$ cat src/pkg/efp_pkg.sv
package efp_pkg;
   // ---------------------------------------------------------------
   // Register map and field layout
   // ---------------------------------------------------------------
   localparam logic [4:0] EFP_ADDR_RST = 5'h00;
   localparam logic [4:0] EFP_ADDR_PWR = 5'h01;
   localparam logic [4:0] EFP_ADDR_INT = 5'h03;
   localparam logic [4:0] EFP_ADDR_FRAC = 5'h04;
   localparam logic [4:0] EFP_ADDR_MOD = 5'h06;
   localparam logic [4:0] EFP_ADDR_STEP = 5'h0c;
   localparam logic [4:0] EFP_ADDR_SEED = 5'h1a;
   localparam int EFP_DW = 24;
   localparam int EFP_PWR_OVR_BIT = 0;
   localparam int EFP_PWR_REG_BIT = 1;
   localparam int EFP_MOD_FRAC_EN_BIT = 11;
   // ---------------------------------------------------------------
   // Reset values
   // ---------------------------------------------------------------
   localparam logic [23:0] EFP_RST_PWR = 24'h00_0001;
   localparam logic [23:0] EFP_RST_INT = 24'h00_0019;
   localparam logic [23:0] EFP_RST_FRAC = 24'h00_0000;
   localparam logic [23:0] EFP_RST_MOD = 24'h00_0000;
   localparam logic [23:0] EFP_RST_STEP = 24'h00_0000;
   localparam logic [23:0] EFP_RST_SEED = 24'h00_0000;
   // Arbitrary neutral identification value.
   localparam logic [23:0] EFP_CHIP_ID = 24'h00_0000;
   // ---------------------------------------------------------------
   // Timing
   // ---------------------------------------------------------------
   localparam int EFP_CLK_MHZ = 250;
   localparam int EFP_POR_US = 250;
   localparam int EFP_POR_CYC = EFP_POR_US * EFP_CLK_MHZ;
endpackage

$ cat src/core/efp_ctrl.sv
`timescale 1ns/10ps
// ------------------------------------------------------------------
// Exact-frequency fractional synthesizer control
// ------------------------------------------------------------------
module efp_ctrl #(
   parameter int POR_CYCLES = efp_pkg::EFP_POR_CYC
) (
   input wire logic clk,
   input wire logic rst,
   input wire logic wr_en,
   input wire logic [4:0] wr_addr,
   input wire logic [efp_pkg::EFP_DW-1:0] wr_data,
   input wire logic [4:0] rd_addr,
   input wire logic chip_enable_pin,
   output logic [efp_pkg::EFP_DW-1:0] rd_data,
   output logic power_down,
   output logic clocks_run,
   output logic por_busy,
   output logic frac_mode,
   output logic [efp_pkg::EFP_DW-1:0] int_ratio,
   output logic [efp_pkg::EFP_DW-1:0] step_count,
   output logic [efp_pkg::EFP_DW-1:0] accum_phase,
   output logic mod_carry,
   output logic seed_reload
);
   import efp_pkg::*;

   typedef struct packed {
      logic [31:0] por_cnt;
      logic por;
      logic [23:0] pwr;
      logic [23:0] intg;
      logic [23:0] frac;
      logic [23:0] modc;
      logic [23:0] step;
      logic [23:0] seed;
      logic [4:0] rsel;
      logic [1:0] cen_sync;
      logic pd;
      logic run;
      logic load;
      logic [23:0] rdat;
      logic [23:0] ph;
      logic cy;
   } efp_st_t;

   efp_st_t st_reg;
   efp_st_t st_next;
   logic [23:0] acc_phase;
   logic acc_carry;
   logic acc_load;
   logic acc_run;

   // Register readback decode.
   function automatic logic [23:0] rd_mux(input efp_st_t s, input logic [4:0] a);
      case (a)
         EFP_ADDR_RST: rd_mux = EFP_CHIP_ID;
         EFP_ADDR_PWR: rd_mux = s.pwr;
         EFP_ADDR_INT: rd_mux = s.intg;
         EFP_ADDR_FRAC: rd_mux = s.frac;
         EFP_ADDR_MOD: rd_mux = s.modc;
         EFP_ADDR_STEP: rd_mux = s.step;
         EFP_ADDR_SEED: rd_mux = s.seed;
         default: rd_mux = 24'h00_0000;
      endcase
   endfunction

   // ---------------------------------------------------------------
   // Next-state logic
   // ---------------------------------------------------------------
   always_comb begin
      st_next = st_reg;
      st_next.load = 1'b0;
      st_next.cen_sync = {st_reg.cen_sync[0], chip_enable_pin};
      // Power-on hold counts up to POR_CYCLES-1, then clears; registers keep the values loaded at reset.
      if (st_reg.por) begin
         if (st_reg.por_cnt == 32'(POR_CYCLES - 1)) begin
            st_next.por = 1'b0;
         end else begin
            st_next.por_cnt = st_reg.por_cnt + 32'd1;
         end
      end
      // Writes are honoured in power-down too; ignored during POR.
      if (wr_en && !st_reg.por) begin
         case (wr_addr)
            EFP_ADDR_RST: begin
               st_next.pwr = EFP_RST_PWR;
               st_next.intg = EFP_RST_INT;
               st_next.frac = EFP_RST_FRAC;
               st_next.modc = EFP_RST_MOD;
               st_next.step = EFP_RST_STEP;
               st_next.seed = EFP_RST_SEED;
               st_next.rsel = wr_data[4:0];
            end
            EFP_ADDR_PWR: st_next.pwr = wr_data;
            EFP_ADDR_INT: st_next.intg = wr_data;
            EFP_ADDR_FRAC: begin
               st_next.frac = wr_data;
               st_next.load = 1'b1;
            end
            EFP_ADDR_MOD: st_next.modc = wr_data;
            EFP_ADDR_STEP: st_next.step = wr_data;
            EFP_ADDR_SEED: st_next.seed = wr_data;
            default: st_next.pwr = st_reg.pwr;
         endcase
      end
      // Power-down source: pin when override set, else register bit.
      if (st_reg.pwr[EFP_PWR_OVR_BIT]) begin
         st_next.pd = ~st_reg.cen_sync[1];
      end else begin
         st_next.pd = st_reg.pwr[EFP_PWR_REG_BIT];
      end
      // Clock-run flag is registered alongside power-down, never gated after the flop.
      st_next.run = ~st_next.pd;
      st_next.rdat = rd_mux(st_reg, rd_addr);
      st_next.ph = acc_phase;
      st_next.cy = acc_carry;
   end

   // Seed applies only with exact mode (nonzero step), whether or not the modulator is on.
   assign acc_load = st_reg.load && (st_reg.step != 24'h00_0000);
   // Modulator halts in power-down; registers untouched.
   assign acc_run = st_reg.modc[EFP_MOD_FRAC_EN_BIT] && !st_reg.pd;

   efp_accum #(.W(EFP_DW)) u_accum (
      .clk(clk),
      .rst(rst),
      .run(acc_run),
      .load(acc_load),
      .seed(st_reg.seed),
      .step(st_reg.frac),
      .phase(acc_phase),
      .carry(acc_carry)
   );

   // State register; POR state follows reset.
   always_ff @(posedge clk) begin
      if (rst) begin
         st_reg <= '0;
         st_reg.por <= 1'b1;
         st_reg.pwr <= EFP_RST_PWR;
         st_reg.intg <= EFP_RST_INT;
         st_reg.frac <= EFP_RST_FRAC;
         st_reg.modc <= EFP_RST_MOD;
         st_reg.step <= EFP_RST_STEP;
         st_reg.seed <= EFP_RST_SEED;
         st_reg.cen_sync <= 2'b11;
         st_reg.run <= 1'b1;
      end else begin
         st_reg <= st_next;
      end
   end

   // Outputs straight from flops.
   assign rd_data = st_reg.rdat;
   assign power_down = st_reg.pd;
   assign clocks_run = st_reg.run;
   assign por_busy = st_reg.por;
   assign frac_mode = st_reg.modc[EFP_MOD_FRAC_EN_BIT];
   assign int_ratio = st_reg.intg;
   assign step_count = st_reg.step;
   assign accum_phase = st_reg.ph;
   assign mod_carry = st_reg.cy;
   assign seed_reload = st_reg.load;
endmodule // efp_ctrl

$ cat src/core/efp_accum.sv
`timescale 1ns/10ps
// Fractional phase accumulator with seed reload; holds while gated.
module efp_accum #(
   parameter int W = 24
) (
   input wire logic clk,
   input wire logic rst,
   input wire logic run,
   input wire logic load,
   input wire logic [W-1:0] seed,
   input wire logic [W-1:0] step,
   output logic [W-1:0] phase,
   output logic carry
);
   typedef struct packed {
      logic [W-1:0] acc;
      logic cy;
   } efp_acc_t;
   efp_acc_t st_reg;
   efp_acc_t st_next;
   logic [W:0] sum;

   // Load takes priority so the seed lands before the next update.
   always_comb begin
      st_next = st_reg;
      sum = {1'b0, st_reg.acc} + {1'b0, step};
      if (load) begin
         st_next.acc = seed;
         st_next.cy = 1'b0;
      end else if (run) begin
         st_next.acc = sum[W-1:0];
         st_next.cy = sum[W];
      end else begin
         st_next.cy = 1'b0;
      end
   end

   // State register.
   always_ff @(posedge clk) begin
      if (rst) begin
         st_reg <= '0;
      end else begin
         st_reg <= st_next;
      end
   end

   assign phase = st_reg.acc;
   assign carry = st_reg.cy;
endmodule // efp_accum

$ cat config.mk
export PLATFORM = sky130hd
export DESIGN_NAME = efp_ctrl
export DESIGN_NICKNAME = d
export VERILOG_FILES = /design/src/pkg/efp_pkg.sv /design/src/core/efp_ctrl.sv /design/src/core/efp_accum.sv
export SDC_FILE = /design/constraint.sdc
export NUM_CORES = 1
export LEC_CHECK = 0
export BUFFER_PORTS_ARGS = -buffer_cell sky130_fd_sc_hd__clkbuf_2
export CAP_MARGIN = 5
export CORE_MARGIN = 3
export CORE_UTILIZATION = 59
export CTS_BUF_LIST = sky130_fd_sc_hd__clkbuf_8
export CTS_CLUSTER_DIAMETER = 40
export DETAILED_ROUTE_END_ITERATION = 10
export GPL_ROUTABILITY_DRIVEN = 0
export PLACE_DENSITY = 0.83
export SLEW_MARGIN = 20
export SYNTH_ARGS = -nofsm -noshare
export SYNTH_HDL_FRONTEND = slang
export SYNTH_SLANG_ARGS = --single-unit
export TNS_END_PERCENT = 100
$ cat constraint.sdc
create_clock -name clk -period 3.2 [get_ports clk]
set_input_delay 0.64 -clock clk [delete_from_list [all_inputs] [get_ports clk]]
set_output_delay 0.64 -clock clk [all_outputs]
set_load 0.05 [all_outputs]
======== After elaboration in Yosys (flattened, before gate mapping) ========
Cells that the tools add are included.
storage, ports and cells
  flip-flop bits (word level) ............. 256
  input port bits ......................... 38
  word-level logic and storage cells ...... 74
operators by class
  $add $sub $neg .......................... 2
  equality and inequality tests ........... 13
  muxes and demuxes ....................... 14
  bitwise logic cells ..................... 5
  reduce and logical (&&, ||, !) cells .... 23
operators by type and width
  operator                 number
  $pmux W24 S2             6
  $pmux W24 S6             1
  $add A32 B1 Y32 const B  1
  $eq A32 B16 Y1 const B   1
  $add A24 B24 Y25         1
  $mux W25                 1
  $mux W24                 1
  $reduce_bool A24 Y1      1
  $eq A5 B3 Y1 const B     4
  $reduce_and A2 Y1        7
  $reduce_bool A2 Y1       7
  $eq A5 B1 Y1 const B     2
  $eq A5 B2 Y1 const B     2
  $eq A5 B4 Y1 const B     2
  $eq A5 B5 Y1 const B     2
  $logic_not A5 Y1         1
  $mux W1                  5
  $not A1 Y1               5
  $logic_and A1 B1 Y1      3
  $reduce_or A3 Y1         1
  $logic_not A1 Y1         2
  $reduce_or A2 Y1         1

======== Longest topological paths before layout ========
  depth in word-level cells ............... 4
  depth in mapped cells ................... 9
  gate-level depth less buffers ........... 9

======== Cells and area by module ========
A second synthesis with hierarchy kept.
unflattened totals
  cell total of the unflattened synthesis .. 1,364
  area, all modules ....................... 12,090.3 µm²
modules (own cells, without submodules)
  module     instances  cells an instance  area each (µm²)  seq. area each (µm²)
  efp_ctrl   1          1,049              9,644.2          4,624.4
  efp_accum  1          315                2,446.1          500.5

======== Worst setup path before layout ========
Ideal clock, no wire load.
  path type ............................... register to register
  from .................................... register st_reg[131] (netlist name)
  to ...................................... register u_accum.st_reg, in the netlist u_accum.phase[14]
  library setup time ...................... 134 ps
  arrival ................................. 2,227 ps
  path slack .............................. 839 ps
  cell stages (with the launch flop) ...... 10
  clock period less this slack ............ 2,361 ps
  path through ............................ dfxtp_1 ha_1 fa_1 a211oi_1 o21ai_2 o2111ai_2 a21oi_1 or3_1 a31oi_1 nor3_1
on the way
  longest elaborated chain between the ends .. 3
RTL lines
  item                    RTL line         text
  $add A24 B24 Y25        efp_accum.sv:26  sum = {1'b0, st_reg.acc} + {1'b0, step};
  $mux W24                efp_accum.sv:30  end else if (run) begin
  $mux W25                efp_accum.sv:27  if (load) begin
  end signal: assignment  efp_accum.sv:43  st_reg <= st_next;
  end: declaration        efp_accum.sv:19  efp_acc_t st_reg;
Every way passes these cells. The select of a mux whose other input is x is not followed.
A chain may end at the register's enable or synchronous reset.

======== Worst setup path after layout ========
  from .................................... register st_reg[131] (netlist name)
  to ...................................... register u_accum.st_reg, in the netlist u_accum.phase[16]
on the way
  longest elaborated chain between the ends .. 3
RTL lines
  item              RTL line
  $add A24 B24 Y25  efp_accum.sv:26
  $mux W24          efp_accum.sv:30
  $mux W25          efp_accum.sv:27
Every way passes these cells. The select of a mux whose other input is x is not followed.

==> results.py <==
metrics = {
    "setup_path": {
        "start_kind": "flip-flop",
        "crit_path_end_kind": "flip-flop",
        "arrival_ns": 3.02,
        "path_class": "flip-flop to flip-flop",
        "worst-path-max-fanout": 4,
        "rr_worst_depth": 9,
        "cp_data_required_time_ns": 3.61,
    },
    "synthesis": {
        "syn_area_per_cell_um2": 8.592,
        "synth_top_family_by_area": "simple AND/OR/NAND/NOR gates",
        "synth_xor_area_frac": 0.02948,
        "synthArstFlopShare": 0,
        "synth_ff_type": "dfxtp_1",
        "netlist_area_um2": 12180,
        "ys_seq_area_frac": 0.4207,
        "yosys_warnings": 0,
        "muxShareOfSynthArea": 0.04108,
        "synth_fp_nets": 1482,
        "yosys_register_bits": 256,
        "ys_types": 74,
        "synthSimpleGateAreaFrac": 0.2146,
        "synth_edf_count": 0,
        "netlist_instances": 1418,
        "synthAdderAreaFrac": 0.02732,
        "synth_compound_area_frac": 0.1687,
    },
    "die": {
        "start_util": 0.6139,
        "core-area_um2": 19850,
        "num_io_pins": 140,
        "fp.dieW_um": 149.7,
        "die_h_um": 149.7,
        "num_rows": 51,
        "die_area_um2": 22410,
    },
    "timing": {
        "slew_headroom": 0.2714,
        "finalCriticalPeriod_ns": 2.610,
        "setup-tns-final_ns": 0,
        "hold_viol_final": 0,
        "rsz0062_at_grt": "false",
        "setup_viol": 0,
        "setup_ws_ns": 0.5901,
        "timing.fmax_mhz": 383.2,
        "timing.final.crit_share": 0.8156,
        "drv_slew": 0,
        "worstMarginPinSlew_ns": 1.092,
        "fin_skew_ns": 0.02072,
    },
    "power": {
        "vdd_drop_max_mv": 0.4778,
        "swShare": 0.2240,
        "clkPwrFrac": 0.499,
        "seq_power_share": 0.471,
        "power.density_nw_per_um2": 509.4,
        "intPower_mw": 5.267,
        "power.leakage_nw": 5.225,
        "comb_power_share": 0.030,
        "p_switching_mw": 1.520,
    },
    "route": {
        "drt_pass1_iterations": 5,
        "drt-total-wl_um": 33480,
        "num_vias": 10730,
        "drt_iter0_drc": 1011,
        "ant_nets": 0,
        "viasPerCell": 6.196,
        "drcViolationCount": 0,
        "wl_per_cell_um": 19.33,
    },
    "clock_network": {
        "clkSlewWorstSetupHoldPaths_ns": 0.07,
        "tritoncts": "yes",
        "clk-insertion-delay-late_ns": 0.56,
        "ctsHtreeMaxLevel": 2,
        "root_buffer": "clkbuf_8",
        "cts_num_sinks": 256,
        "cts_setup_buffers": 0,
        "cts_made_buffers": 43,
        "hold_buffers": 0,
        "cts.path.max_buffers": 3,
        "ctsResizeCount": 0,
    },
    "run": {
        "drv_cap": 0,
    },
    "min_path": {
        "holdPathStages": 2,
        "holdCritPathClass": "primary input to flip-flop",
    },
    "grt": {
        "grt_pass1_vias": 10180,
        "grt-ovfl-total": 0,
        "grt.total_usage": 0.2919,
        "grt_first_pass_wirelength_um": 53020,
        "grt_max_degree": 95,
        "antenna_found_initial": 0,
    },
    "cells_and_area": {
        "drive_gt1_frac": 0.1847,
        "layout.nets": 1498,
        "diodes": 0,
        "seq_area_um2": 5125,
        "fillers": 1581,
        "syn2layout_area_growth_pct": 9.366,
        "largest_reg_flops": 128,
        "multi_input_area_um2": 5886,
        "stdcell_count": 1732,
    },
    "placed_design": {
        "post-place-ws_ns": 0.6240,
        "dp_hpwl_um": 22170,
        "dp.cells": 1654,
        "port_buffers": 139,
    },
    "status": {
        "status": "finished, final reports clean",
    },
}
[placed cells by master (no fill, tap or decap), drive strengths merged, types with 15 or more instances in the layout]
cell type,n
a21oi,156
xnor2,18
nor4,16
nand3,132
nand4,15
nand2,160
buf,23
o22ai,28
a221oi,24
ha,25
mux2i,50
nor2b,27
o21ai,23
xor2,23
inv,23
nor2,101
a22o,24
dfxtp,256
clkbuf,199
[synth_stat cells, drive strengths merged, types with 2 or more instances]
cell type,n,share of area
nor4,16,0.011
nor2,101,0.032
clkbuf,67,0.021
nand3b,6,0.0037
buf,123,0.073
a211oi,11,0.0072
ha,25,0.026
nand4,15,0.010
nor3b,7,0.0062
xor2,23,0.017
and4,5,0.0040
nand4b,3,0.0022
a22o,24,0.017
nor4b,2,0.0014
nand2,160,0.050
or3,6,0.0031
a21oi,156,0.064
a21o,11,0.0069
or2,5,0.0026
o21ai,23,0.010
o21bai,2,0.0022
dfxtp,256,0.42
a31oi,9,0.0056
o31ai,3,0.0018
o22ai,28,0.015
a311oi,7,0.0055
nand3,132,0.054
and3,11,0.0056
o211ai,4,0.0025
a2111oi,2,0.0025
and2,4,0.0021
o2111ai,3,0.0037
inv,16,0.0049
nor2b,27,0.014
mux2i,50,0.041
a211o,2,0.0014
nand2b,8,0.0041
a221oi,24,0.017
nor3,11,0.0059
xnor2,18,0.013
[power groups by stage]
stage | Sequential [mW] | Clock (mW) | Combinational [mW]
3_3_place_gp | 3.27 | 0 | 0.194
2_1_floorplan | 3.27 | 0 | 0.106
5_1_grt | 3.19 | 3.56 | 0.213
6_report | 3.20 | 3.39 | 0.203
3_5_place_dp | 3.27 | 0 | 0.196
4_1_cts | 3.20 | 3.40 | 0.197
[cells by family after synthesis]
kind of cell,Yosys count
buffers and inverters,206
AND/OR/NAND/NOR,523
flip-flops,256
adder cells (fa/ha/maj),26
AO/OA/AOI/OAI,316
multiplexers,50
XOR/XNOR,41
[metrics by stage]
stage / power [mW] / utilization / instance area [um2] / hold WS [ns]
2_1_floorplan: 3.374 / - / 12180 / 0.3895
3_3_place_gp: 3.460 / 0.6191 / 12290 / 0.4117
3_5_place_dp: 3.463 / 0.6195 / 12290 / 0.4143
4_1_cts: 6.796 / 0.6714 / 13320 / 0.2537
5_1_grt: 6.965 / 0.6714 / 13320 / 0.2672
6_report: 6.787 / 0.6714 / 13320 / 0.2663
[layout make-up]
type / count / share of cell area
clock buffer: 61 / 0.06301
clock inverter: 17 / 0.01427
inverter: 16 / 0.004507
multi-input combinational: 956 / 0.4417
sequential: 256 / 0.3846
tap: 265 / 0.02489
timing repair buffer: 161 / 0.06695
[worst max-delay path, cell delays in order (launching register included)]
cell	delay (ns)
dfxtp_1	0.33
ha_1	0.25
fa_1	0.43
a211oi_1	0.30
o21ai_2	0.13
o2111ai_2	0.25
a21oi_1	0.19
a211oi_1	0.30
xor2_1	0.19
o22ai_1	0.09
[worst paths after layout]
kind / slack [ns] / end / from
setup reg to reg: 0.59 / u_accum.phase[16] / st_reg[131]
hold / removal: 0.27 / st_next[53] / chip_enable_pin
setup / recovery: 0.59 / u_accum.phase[16] / st_reg[131]
hold reg to reg: 0.43 / st_reg[53] / st_next[53]
[per-layer routing]
layer,track usage,vias up,wire length [um]
met5,0,-,0
met4,0.1107,0,1213
met3,0.06239,95,3552
met2,0.4667,579,15370
met1,0.3897,5071,13340
li1,-,4987,-
Power figures use the tool's default switching activity.
